==> config.mk <==
export PLATFORM = sky130hd
export DESIGN_NAME = plw_watchdog
export DESIGN_NICKNAME = d
export VERILOG_FILES = /design/src/plw_pkg.sv /design/src/plw_watchdog.sv
export SDC_FILE = /design/constraint.sdc
export NUM_CORES = 1
export LEC_CHECK = 0
export ABC_AREA = 1
export BUFFER_PORTS_ARGS = -buffer_cell sky130_fd_sc_hd__clkbuf_2
export CAP_MARGIN = 30
export CORE_AREA = 4 4 89 91
export DETAILED_ROUTE_END_ITERATION = 10
export DIE_AREA = 0 0 93 95
export HOLD_SLACK_MARGIN = 0.12
export MAX_ROUTING_LAYER = met4
export PLACE_DENSITY = 0.55
export SLEW_MARGIN = 20
export SYNTH_ARGS = -nofsm -noshare
export SYNTH_HDL_FRONTEND = slang
export SYNTH_SLANG_ARGS = --single-unit
==> constraint.sdc <==
create_clock -name I_CLK -period 2.7 [get_ports I_CLK]
set_input_delay 0.135 -clock I_CLK [delete_from_list [all_inputs] [get_ports I_CLK]]
set_output_delay 0.135 -clock I_CLK [all_outputs]
set_load 0.01 [all_outputs]
==> src/plw_pkg.sv <==
// Package of constants and carrier types for the program loop watchdog.
package plw_pkg;
    localparam logic [15:0] PLW_MODE_ADDR = 16'hffc2;
    localparam logic [7:0] PLW_MODE_RESET = 8'h00;
    localparam int PLW_RUN_BIT = 7;
    localparam int PLW_ORDER_BIT = 4;
    localparam int PLW_SEL_HIGH_BIT = 2;
    localparam int PLW_SEL_LOW_BIT = 1;
    // Writable bits of the mode register; all other bits read as zero.
    localparam logic [7:0] PLW_MODE_MASK = 8'h96;
    localparam int PLW_DIV_W = 13;
    localparam logic [3:0] PLW_SHIFT_SEL0 = 4'h9;
    localparam logic [3:0] PLW_SHIFT_SEL1 = 4'hb;
    localparam logic [3:0] PLW_SHIFT_SEL2 = 4'hc;
    localparam logic [3:0] PLW_SHIFT_SEL3 = 4'hd;
    // Width of the count-clock counter; one overflow period is 256 count clocks.
    localparam int PLW_CNT_W = 8;

    typedef struct packed {
        logic valid;
        logic [15:0] addr;
        logic [7:0] imm;
        logic [7:0] imm_inv;
    } plw_prot_wr_t;

    typedef struct packed {
        logic [7:0] mode_r;
        logic [PLW_DIV_W-1:0] div_r;
        logic [PLW_CNT_W-1:0] cnt_r;
        logic ovf_pend_r;
        logic irq_r;
        logic operr_r;
        logic [7:0] rdata_r;
    } plw_state_t;
endpackage

==> src/plw_watchdog.sv <==
// Program loop watchdog: protected mode register, divided counter, overflow interrupt.
`timescale 1ns/1ps
// Summary of operation
// - Missed clear overflows and raises watchdog interrupt.
// - Only complemented four-byte immediate form writes.
// - Bad complement suppresses write, raises operand error.
// - Other write kinds ignored, no exception.
// - Run bit set freezes contents until reset.
// - Setting run bit clears and starts counter.
// - Valid run write before overflow restarts count.
// - Register readable anytime without side effect.
// - Reset clears register, watchdog stopped.
// - Interval bits pick divider 2^9/11/12/13.
// - Overflow interrupt is non-maskable.
// - Bit 4 orders watchdog against NMI pin.
// - Hold overflow pending during NMI handler; behind pin request when pin first.
module plw_watchdog
#(
    // Count clocks in one overflow period; shorter values only serve to speed up tests.
    parameter int CNT_PERIOD = 1 << plw_pkg::PLW_CNT_W
)
(
    input wire logic I_CLK,
    input wire logic I_NRST,
    input wire plw_pkg::plw_prot_wr_t i_prot_wr,
    input wire logic i_other_wr,
    input wire logic [15:0] i_other_addr,
    input wire logic i_rd,
    input wire logic [15:0] i_rd_addr,
    input wire logic i_nmi_pin_req,
    input wire logic i_nmi_active,
    output logic [7:0] o_rdata,
    output logic o_operand_err,
    output logic o_watchdog_overflow_irq,
    output logic [7:0] o_watchdog_mode_control
);
    import plw_pkg::*;

    plw_state_t s_r;
    plw_state_t s_nxt;
    logic hit;
    logic good;
    logic tick;
    logic ovf;
    logic [3:0] sh;
    logic [PLW_DIV_W-1:0] lim;

    // ********************************
    // Count clock selection
    // ********************************
    function automatic logic [3:0] sel_shift(input logic [1:0] sel);
        case (sel)
            2'h0: sel_shift = PLW_SHIFT_SEL0;
            2'h1: sel_shift = PLW_SHIFT_SEL1;
            2'h2: sel_shift = PLW_SHIFT_SEL2;
            default: sel_shift = PLW_SHIFT_SEL3;
        endcase
    endfunction

    // ********************************
    // Next state
    // ********************************
    always_comb
    begin
        sh = sel_shift({s_r.mode_r[PLW_SEL_HIGH_BIT], s_r.mode_r[PLW_SEL_LOW_BIT]});
        lim = PLW_DIV_W'((14'h0001 << sh) - 14'h0001);
        s_nxt = s_r;
        hit = i_prot_wr.valid && (i_prot_wr.addr == PLW_MODE_ADDR);
        good = hit && ((i_prot_wr.imm ^ i_prot_wr.imm_inv) == 8'hff);
        s_nxt.operr_r = hit && !good;
        tick = s_r.mode_r[PLW_RUN_BIT] && (s_r.div_r == lim);
        ovf = tick && (s_r.cnt_r == PLW_CNT_W'(CNT_PERIOD - 1));
        if (good && !s_r.mode_r[PLW_RUN_BIT])
        begin
            // Ordinary moves and bit operations never reach here.
            s_nxt.mode_r = i_prot_wr.imm & PLW_MODE_MASK;
        end
        if (good && i_prot_wr.imm[PLW_RUN_BIT])
        begin
            // A restart clears both stages; locked contents stay as first written.
            s_nxt.div_r = '0;
            s_nxt.cnt_r = '0;
        end
        else if (!s_r.mode_r[PLW_RUN_BIT])
        begin
            s_nxt.div_r = '0;
            s_nxt.cnt_r = '0;
        end
        else
        begin
            s_nxt.div_r = tick ? '0 : s_r.div_r + 1'b1;
            // The last count clock of a period wraps to zero, so the next period starts at once.
            if (ovf)
            begin
                s_nxt.cnt_r = '0;
            end
            else if (tick)
            begin
                s_nxt.cnt_r = s_r.cnt_r + 1'b1;
            end
        end
        // The interrupt has no mask; it waits during the NMI handler, and behind the NMI pin when so ordered.
        s_nxt.ovf_pend_r = s_r.ovf_pend_r | ovf;
        s_nxt.irq_r = 1'b0;
        if (s_r.ovf_pend_r)
        begin
            if (!i_nmi_active && (s_r.mode_r[PLW_ORDER_BIT] || !i_nmi_pin_req))
            begin
                s_nxt.irq_r = 1'b1;
                s_nxt.ovf_pend_r = ovf;
            end
        end
        // Reads are pure; nothing in the count path looks at the read strobe.
        if (i_rd && (i_rd_addr == PLW_MODE_ADDR))
        begin
            s_nxt.rdata_r = s_r.mode_r;
        end
        else
        begin
            s_nxt.rdata_r = 8'h00;
        end
    end

    // ********************************
    // State register
    // ********************************
    always_ff @(posedge I_CLK or negedge I_NRST)
    begin
        if (!I_NRST)
        begin
            s_r <= '0;
            s_r.mode_r <= PLW_MODE_RESET;
        end
        else
        begin
            s_r <= s_nxt;
        end
    end

    // ********************************
    // Outputs
    // ********************************
    assign o_rdata = s_r.rdata_r;
    assign o_operand_err = s_r.operr_r;
    assign o_watchdog_overflow_irq = s_r.irq_r;
    assign o_watchdog_mode_control = s_r.mode_r;

    // ********************************
    // Checks
    // ********************************
    chk_run_locked: assert property (@(posedge I_CLK) disable iff (!I_NRST)
        s_r.mode_r[PLW_RUN_BIT] |=> $stable(s_r.mode_r))
        else $error("Mode register changed after run.");

    chk_bad_write: assert property (@(posedge I_CLK) disable iff (!I_NRST)
        (hit && !good) |=> (o_operand_err && $stable(s_r.mode_r)))
        else $error("Bad protected write not flagged.");

    chk_other_ignored: assert property (@(posedge I_CLK) disable iff (!I_NRST)
        (i_other_wr && !i_prot_wr.valid) |=> ($stable(s_r.mode_r) && !o_operand_err))
        else $error("Ordinary write altered register.");

    chk_other_addr: assert property (@(posedge I_CLK) disable iff (!I_NRST)
        (i_other_wr && (i_other_addr == PLW_MODE_ADDR) && !i_prot_wr.valid)
        |=> $stable(o_watchdog_mode_control))
        else $error("Ordinary write to mode address took effect.");

    chk_fixed_zero: assert property (@(posedge I_CLK) disable iff (!I_NRST)
        (o_watchdog_mode_control & ~PLW_MODE_MASK) == 8'h00)
        else $error("Unused mode bit set.");

    chk_start_count: assert property (@(posedge I_CLK) disable iff (!I_NRST)
        (good && !s_r.mode_r[PLW_RUN_BIT] && i_prot_wr.imm[PLW_RUN_BIT])
        |=> (o_watchdog_mode_control[PLW_RUN_BIT] && s_r.cnt_r == '0 && s_r.div_r == '0))
        else $error("Start did not clear counter.");

    chk_restart: assert property (@(posedge I_CLK) disable iff (!I_NRST)
        (good && i_prot_wr.imm[PLW_RUN_BIT]) |=> (s_r.cnt_r == '0 && s_r.div_r == '0))
        else $error("Restart did not clear counter.");

    chk_stopped_idle: assert property (@(posedge I_CLK) disable iff (!I_NRST)
        !s_r.mode_r[PLW_RUN_BIT] |-> (s_r.cnt_r == '0 && !ovf))
        else $error("Counter moved while stopped.");

    // The prescaler never runs past the terminal value of the selected interval.
    chk_div_bound: assert property (@(posedge I_CLK) disable iff (!I_NRST)
        s_r.div_r <= lim)
        else $error("Prescaler passed its terminal value.");

    chk_ovf_irq: assert property (@(posedge I_CLK) disable iff (!I_NRST)
        (ovf && !i_nmi_active && !i_nmi_pin_req) |=> ##1 o_watchdog_overflow_irq)
        else $error("Overflow did not raise interrupt.");

    chk_irq_cause: assert property (@(posedge I_CLK) disable iff (!I_NRST)
        o_watchdog_overflow_irq |-> $past(s_r.ovf_pend_r))
        else $error("Interrupt without overflow.");

    chk_wdt_first: assert property (@(posedge I_CLK) disable iff (!I_NRST)
        (s_r.ovf_pend_r && !i_nmi_active && s_r.mode_r[PLW_ORDER_BIT])
        |=> o_watchdog_overflow_irq)
        else $error("Watchdog first but interrupt held.");

    chk_pin_first: assert property (@(posedge I_CLK) disable iff (!I_NRST)
        (s_r.ovf_pend_r && i_nmi_pin_req && !s_r.mode_r[PLW_ORDER_BIT])
        |=> (!o_watchdog_overflow_irq && s_r.ovf_pend_r))
        else $error("Interrupt passed a pending NMI pin request.");

    chk_nmi_hold: assert property (@(posedge I_CLK) disable iff (!I_NRST)
        i_nmi_active |=> !o_watchdog_overflow_irq)
        else $error("Interrupt raised during NMI handler.");

    // A held overflow must survive the handler, or it would be lost silently.
    chk_pending_kept: assert property (@(posedge I_CLK) disable iff (!I_NRST)
        (s_r.ovf_pend_r && i_nmi_active) |=> s_r.ovf_pend_r)
        else $error("Pending overflow dropped during handler.");

    chk_read_value: assert property (@(posedge I_CLK) disable iff (!I_NRST)
        (i_rd && i_rd_addr == PLW_MODE_ADDR) |=> o_rdata == $past(s_r.mode_r))
        else $error("Read returned wrong value.");

    chk_read_zero: assert property (@(posedge I_CLK) disable iff (!I_NRST)
        !(i_rd && (i_rd_addr == PLW_MODE_ADDR)) |=> (o_rdata == 8'h00))
        else $error("Read data shown without a read.");
endmodule // plw_watchdog

Word level (Yosys, flattened, before mapping)
Index checks and enable logic that the tools add are counted.
{ "totals": {"inputBits": 71, "out_inout_bits": 18, "word_cells": 45, "register_bits": 36} }
{ "classes": {"n_reduce_logical": 15, "n_bitwise": 2, "n_shift": 1, "mux": 9, "eq_ne": 8, "addsub": 3} }
{ "op_table": {"columns": ["operator", "n"], "rows": [
  ["$mux 21", 2],
  ["$eq 16x16->1 const B", 2],
  ["$mux 8", 3],
  ["$eq 8x8->1 const B", 2],
  ["$add 13x1->13 const B", 1],
  ["$eq 13x13->1", 1],
  ["$mux 13", 1],
  ["$shl 1x4->13 const A", 1],
  ["$sub 13x1->13 const B", 1],
  ["$logic_and 1x1->1", 9],
  ["$pmux 3 s3", 1],
  ["$add 8x1->8 const B", 1],
  ["$xor 8x8->8", 1],
  ["$logic_not 1->1", 4],
  ["$mux 2", 2],
  ["$ne 4x1->1 const B", 1],
  ["$eq 2x1->1 const B", 1],
  ["$eq 2x2->1 const B", 1],
  ["$logic_not 2->1", 1],
  ["$logic_or 1x1->1", 1],
  ["$or 1x1->1", 1]
]} }

Depth between registers and ports, before layout
Gate-level depths: netlist (run 1).
{ "logic_depth": {"depth_word": 10, "ltp_mapped": 10, "depth_no_buf": 10} }

Least setup slack after synthesis (run 1)
OpenSTA, ideal clock, no wires.
{ "synth_path": {"path_kind": "register to register", "from": "register s_r[19] (netlist bit)", "to": "register s_r[27] (netlist bit)", "path_slack_ns": 1.160, "path_buffers": 0, "required_ns": 2.637, "t_arrival_ns": 1.477, "period_less_slack_ns": 1.540, "setup_time_ns": 0.063, "path_stages_with_launch": 10, "cell_sequence": "dfrtp_1 -> ha_1 -> nand2_1 -> nor2_2 -> nand3_1 -> nor2_4 -> a21oi_4 -> nand2_4 -> or2_1 -> inv_1"} }
{ "synth_lines": {"columns": ["item", "line", "source"], "rows": [
  ["start, declared", "plw_watchdog.sv:39", "plw_state_t s_r;"],
  ["start signal, assigned", "plw_watchdog.sv:136", "s_r <= s_nxt;"]
]} }

==> run_results.csv, run 1 <==
group,metric,value,unit
outcome,status,"complete, no violations",
place,post-dp-hpwl,3662,microns
timing,rsz0062_at_grt,"false",
global_routing,grt_max_degree,33,
cells_and_area,fill_cells,790,
clocking,worst_setup_hold_path_clk_slew,0.07,ns
floorplan,boundaryPins,89,
logic_synthesis,post_synth_inst_count,294,
logic_synthesis,yosysSeqAreaShare,0.3814,
critical_path,critical_path_class,"flop to flop",
routing,drc_errors,0,
floorplan,core_box_area,7137,sq um
floorplan,fp-row-count,31,
clocking,htree_levels,2,
routing,routed_wire_length_per_instance,10.27,microns
clocking,clock-root-buffer,"sky130_fd_sc_hd__clkbuf_8",
routing,drt_first_pass_iters,4,
timing,hold_viol_final,0,
logic_synthesis,synth_edf_count,0,
clocking,tritoncts,"done",
timing,tns,0,ns
logic_synthesis,asyncSetResetFlopFracSynth,1.000,
logic_synthesis,synth_ff_type,"sky130_fd_sc_hd__dfrtp_1",
cells_and_area,num_antenna_cells,0,
place,globalplace.congestion,0.8539,
routing,vias_per_cell,4.285,
critical_path,cp.required,2.93,ns
floorplan,design.die.area,8835,sq um
logic_synthesis,ys_seq_elements,32,
global_routing,gr-total-overflow,0,
cells_and_area,num-nets-final,432,
pwr,cellLeakagePower,1.416,nW
pwr,pwrdens,369.8,nW/um^2
cells_and_area,final_core_util,0.3606,
place,portBuffers,63,
global_routing,grt_util_all_layers,0.1225,
critical_path,crit_path_largest_cell_delay,0.40,ns
clocking,cts-buffers-inserted,5,
place,dp_worst_setup_slack,0.7936,ns
logic_synthesis,yosys.cell_types.count,27,
pwr,ir_worst_vdd,0.0001456,V
min_path,holdCritPathClass,"input port to flop",
timing,fin_crit_sh,0.7026,
clocking,post-cts-setup-buffer-count,0,
critical_path,path_cells,"ha_1 -> nand2_1 -> nor2_2 -> nand3_1 -> nor2_4 -> a21oi_4 -> nand2_4 -> or2_1 -> inv_1",
global_routing,grt_pass1_wl,8404,microns
critical_path,critical_path.slowest_cell,"sky130_fd_sc_hd__dfrtp_1",
logic_synthesis,syn_avg_cell_area,7.141,sq um
cells_and_area,sequential_cell_area,800.8,sq um
timing,timing.final.setup_violations,0,
global_routing,grt_antenna_before_repair,0,
floorplan,effective_utilization_at_floorplan,0.2942,
critical_path,worst_r2r_path_depth,9,
cells_and_area,multi_input_comb_area,998.5,sq um
floorplan,die_h,95,microns
timing,slew_headroom,0.4737,
critical_path,critical_path_peak_fanout,14,
routing,via_count,1967,
timing,setup_slack,0.8031,ns
place,placedInstanceArea,2411,sq um
clocking,ctsLongestPathBuffers,2,
pwr,power,0.9518,mW
floorplan,die_width,93,microns
routing,totalWireLength,4716,microns
clocking,clk_latency,0.28,ns
critical_path,setup.worst_path.start_class,"flop",
logic_synthesis,synthDominantAreaCellType,"sky130_fd_sc_hd__dfrtp_1",
clocking,tritoncts_num_sinks,32,
min_path,worst_hold_path.num_cells,3,
timing,post-route-min-period,1.897,ns
global_routing,first_global_vias,1990,
run,max_cap_violation_count,0,
timing,worst-slew-pin-transition,0.7894,ns
routing,ant_nets,0,
timing,fmax,527.2,MHz
logic_synthesis,synth.cell_area,2100,sq um
timing,skew,0.006923,ns
logic_synthesis,ys_warn_count,0,
logic_synthesis,synth_top_area_frac,0.3814,
cells_and_area,area_growth_syn_to_layout,22.59,%
cells_and_area,final_design_area_no_fill,2574,sq um
routing,iteration_0_drc_count_of_the_detailed_router,53,
logic_synthesis,synth_top_cells_by_area,"sky130_fd_sc_hd__dfrtp_1 (38%), sky130_fd_sc_hd__nand2_1 (13%), sky130_fd_sc_hd__inv_1 (8.2%), sky130_fd_sc_hd__nor2_1 (7.5%), sky130_fd_sc_hd__nand3_1 (6.7%)",
logic_synthesis,synth.cells.most_frequent,"sky130_fd_sc_hd__nand2_1 (70), sky130_fd_sc_hd__inv_1 (46), sky130_fd_sc_hd__nor2_1 (42)",
logic_synthesis,yosys.cell_count.top_type,"sky130_fd_sc_hd__nand2_1",
timing,drv_slew,0,
cells_and_area,final_layout_size_suffix_gt1_frac,0.2250,
critical_path,setup.worst_path.end_class,"flop",
critical_path,timing.critical_path.arrival,2.13,ns
cell families (layout without fill, tap and decap cells):
family                     Yosys count  in the layout  synth area share
adders and majority gates            2              2           0.01192
buffers and inverters               65            124            0.1555
DFF                                 32             32            0.3814
AOI/OAI and AO/OA                   15             15           0.04112
and+or+nand+nor                    171            171            0.3749
xor gates and xnor gates             8              8           0.03337
other                                1              8          0.001786
where the power goes:
| group | leakage [nW] | switching [mW] | internal [mW] |
|---|---|---|---|
| clock | 0.0510 | 0.179 | 0.203 |
| combinational | 0.937 | 0.0455 | 0.0442 |
| sequential | 0.428 | 0.000122 | 0.479 |
| total | 1.42 | 0.225 | 0.727 |
flip-flops by register name, indices dropped and copies added (netlist names):
register	flops
s_r	22
o_watchdog_mode_control	4
o_rdata	4
o_operand_err	1
o_watchdog_overflow_irq	1
repair_timing:
| item | in CTS | in global routing |
|---|---|---|
| endpoints found under the hold margin | 36 | 0 |
| hold buffers | 7 | 0 |
| resized for setup | 0 | 0 |
layout by cell type (no fill, tap or decap), drive strengths merged:
master       netlist  routed
nor2              46      46
o21ai             10      10
dfrtp             32      32
xor2               5       5
or2                1       1
nand4             12      12
nor3b              1       1
and2               1       1
dlygate4sd3        0       7
nor4               2       2
a21oi              5       5
clkinv             0       2
nand3             29      29
and2b              1       1
clkbuf             0      69
nand3b             1       1
ha                 2       2
nand2             73      73
inv               46      46
nor3               4       4
xnor2              3       3
conb               1       8
layer usage:
metal	GRT usage	share of wire	vias up
met5	-	0	-
met4	0.04518	0.0093	0
met3	0.02948	0.050	6
met2	0.2124	0.52	46
met1	0.1374	0.42	892
li1	-	-	1023
final timing paths:
check / slack, ns / from / to
max in group asynchronous: 1.73 / I_NRST / s_r[19]$_DFF_PN0_
worst max register to register: 0.80 / s_r[19]$_DFF_PN0_ / s_r[27]$_DFF_PN0_
worst min register to register: 0.47 / s_r[19]$_DFF_PN0_ / s_r[19]$_DFF_PN0_
min in group asynchronous: 0.47 / I_NRST / o_rdata[2]$_DFF_PN0_
worst min-delay path: 0.13 / i_prot_wr[12] / o_watchdog_mode_control[4]$_DFFE_PN0P_
worst max-delay path: 0.80 / s_r[19]$_DFF_PN0_ / s_r[27]$_DFF_PN0_
final cells by class:
| type | count | area share |
|---|---|---|
| tap | 99 | 0.04813 |
| sequential | 32 | 0.3111 |
| multi-input combinational | 204 | 0.3879 |
| timing repair buffer | 70 | 0.1497 |
| inverter | 46 | 0.06709 |
| clock inverter | 2 | 0.003889 |
| clock buffer | 6 | 0.03209 |
worst max-delay path: cells and delay by family (launching register included):
family / cells / cell delay (ns)
compound gates: 1 / 0.40
fa+ha+maj: 1 / 0.22
buf+inv: 1 / 0.05
flops: 1 / 0.40
simple gates: 6 / 0.78
through the flow:
step                std cells  hold WS (ns)
floorplan                 301       -0.1606
global placement          444        0.2756
detailed placement        444        0.2686
CTS                       459        0.1261
global route              459        0.1564
finish                    459        0.1309
Note: power is estimated with default switching activity, not from simulation.
==> run 2, diff against run 1 <==
Clock period 2.7 ns to 1.9 ns, I/O delays scaled along.
==> run_results.csv, run 2 (synthesis gave the netlist of run 1 again) <==
group,metric,value,unit
routing,met2WireLength,2292,microns
timing,fmax,602.6,MHz
clocking,worst_setup_hold_path_clk_slew,0.06,ns
floorplan,boundaryPins,89,
routing,drc_errors,0,
cells_and_area,largest_register_ffs,22,
timing,fin_crit_sh,0.8734,
run,max_cap_violation_count,0,
timing,post-route-min-period,1.659,ns
timing,worst-slew-pin-transition,0.7724,ns
clocking,htree_levels,2,
cells_and_area,highest_count_cells_in_the_layout_ignoring_fill_and_taps,"sky130_fd_sc_hd__nand2_1 (70), sky130_fd_sc_hd__clkbuf_2 (63), sky130_fd_sc_hd__inv_1 (46)",
floorplan,design.die.area,8835,sq um
clocking,ctsLongestPathBuffers,2,
routing,iteration_0_drc_count_of_the_detailed_router,55,
timing,drv_slew,0,
place,portBuffers,63,
global_routing,grt_pass1_wl,7928,microns
routing,m1WireLength,2096,microns
place,globalplace.congestion,0.8449,
timing,rsz0062_at_grt,"false",
pwr,ir_worst_vdd,0.0002774,V
place,post-dp-hpwl,3680,microns
cells_and_area,final_layout_size_suffix_gt1_frac,0.2316,
global_routing,grt_util_all_layers,0.1159,
critical_path,setup.worst_path.start_class,"flop",
floorplan,die_h,95,microns
routing,dr.max_layer_used,"met4",
min_path,holdCritPathClass,"input port to flop",
clocking,cts-buffers-inserted,5,
critical_path,path_cells,"ha_1 -> nand2_1 -> nor2_2 -> nand3_2 -> nor2_4 -> a21oi_4 -> buf_4 -> nand3_1 -> o21ai_0",
clocking,tritoncts_num_sinks,32,
routing,drt_first_pass_iters,4,
cells_and_area,num_antenna_cells,0,
outcome,status,"complete, no violations",
routing,ant_nets,0,
global_routing,grt_antenna_before_repair,0,
clocking,tritoncts,"done",
clocking,clk_latency,0.28,ns
timing,tns,0,ns
cells_and_area,area_growth_syn_to_layout,27.41,%
global_routing,gr-total-overflow,0,
critical_path,cp.required,2.06,ns
critical_path,critical_path_class,"flop to flop",
cells_and_area,num-nets-final,439,
cells_and_area,finish.cell_count_without_fillers,466,
routing,vias_per_cell,4.195,
cells_and_area,registers.top_by_ff_count,"s_r",
floorplan,fp-row-count,31,
place,place.detailed.instances,447,
cells_and_area,multi_input_comb_area,1003,sq um
routing,wl_met3,205,microns
critical_path,setup.worst_path.end_class,"flop",
pwr,pwrdens,571.2,nW/um^2
pwr,cellLeakagePower,1.453,nW
cells_and_area,mostFrequentLayoutCell,"sky130_fd_sc_hd__nand2_1",
timing,skew,0.006691,ns
global_routing,first_global_vias,1840,
cells_and_area,fill_cells,772,
routing,routed_wire_length_per_instance,10.01,microns
critical_path,crit_path_largest_cell_delay,0.37,ns
routing,totalWireLength,4663,microns
critical_path,timing.critical_path.arrival,1.82,ns
critical_path,critical_path_peak_fanout,7,
clocking,clock-root-buffer,"sky130_fd_sc_hd__clkbuf_8",
timing,slew_headroom,0.4851,
routing,via_count,1955,
timing,timing.final.setup_violations,0,
cells_and_area,sequential_cell_area,800.8,sq um
floorplan,die_width,93,microns
floorplan,effective_utilization_at_floorplan,0.2942,
floorplan,core_box_area,7137,sq um
global_routing,grt_max_degree,33,
timing,hold_viol_final,0,
critical_path,critical_path.slowest_cell,"sky130_fd_sc_hd__dfrtp_1",
run 2: worst paths after layout:
check / from / endpoint / slack, ns / cells after the start
setup / recovery: s_r[19]$_DFF_PN0_ / s_r[18]$_DFFE_PN0P_ / 0.24 / 9
hold / removal: i_prot_wr[26] / o_operand_err$_DFF_PN0_ / 0.14 / 5
hold reg to reg: s_r[19]$_DFF_PN0_ / s_r[19]$_DFF_PN0_ / 0.47 / 1
max in group asynchronous: I_NRST / s_r[17]$_DFFE_PN0P_ / 0.98 / 2
min in group asynchronous: I_NRST / o_rdata[2]$_DFF_PN0_ / 0.42 / 2
setup reg to reg: s_r[19]$_DFF_PN0_ / s_r[18]$_DFFE_PN0P_ / 0.24 / 9
run 2: timing repair:
item | 4_1_cts | 5_1_grt
buffers inserted | 0 | 0
hold buffers | 11 | 0
setup endpoints to repair | 0 | 5
gates resized for setup | 0 | 1
hold endpoints to repair | 38 | 0
run 2: layer usage:
| metal | GRT usage | up-vias |
|---|---|---|
| li1 | - | 1040 |
| met1 | 0.1319 | 872 |
| met2 | 0.1932 | 37 |
| met3 | 0.03267 | 6 |
| met4 | 0.04640 | 0 |
| met5 | - | - |
run 2: worst max-delay path, delay by kind of cell (launching register included):
kind	cells	cell delay, ns
and+or+nand+nor	5	0.61
DFF	1	0.37
AOI/OAI and AO/OA	2	0.18
buffers and inverters	1	0.18
adders and majority gates	1	0.17
run 2: layout make-up:
cell class                 count  area share
multi-input combinational    204      0.3751
sequential                    32      0.2993
timing repair buffer          77      0.1674
inverter                      46     0.06455
tap                           99     0.04630
clock buffer                   7     0.03601
clock inverter                 1     0.01123
run 2: per-stage QoR:
| stage | utilization | instance area [sq um] | hold slack (ns) | power, mW | setup WS, ns |
|---|---|---|---|---|---|
| 3_5_place_dp | 0.3410 | 2434 | 0.2221 | 0.8145 | 0.1673 |
| 5_1_grt | 0.3748 | 2675 | 0.1453 | 1.609 | 0.03444 |
| 3_3_place_gp | 0.3410 | 2434 | 0.2281 | 0.8114 | 0.2137 |
| 6_report | 0.3748 | 2675 | 0.1440 | 1.528 | 0.2405 |
| 2_1_floorplan | - | 2126 | -0.2006 | 0.7489 | 0.3602 |
| 4_1_cts | 0.3741 | 2670 | 0.1271 | 1.568 | 0.1482 |
run 2: power by group:
part / internal [mW] / leakage (nW) / switching [mW]
clock network: 0.463 / 0.0645 / 0.249
logic: 0.0688 / 0.961 / 0.0657
registers: 0.681 / 0.428 / 0.000175
total: 1.21 / 1.45 / 0.315
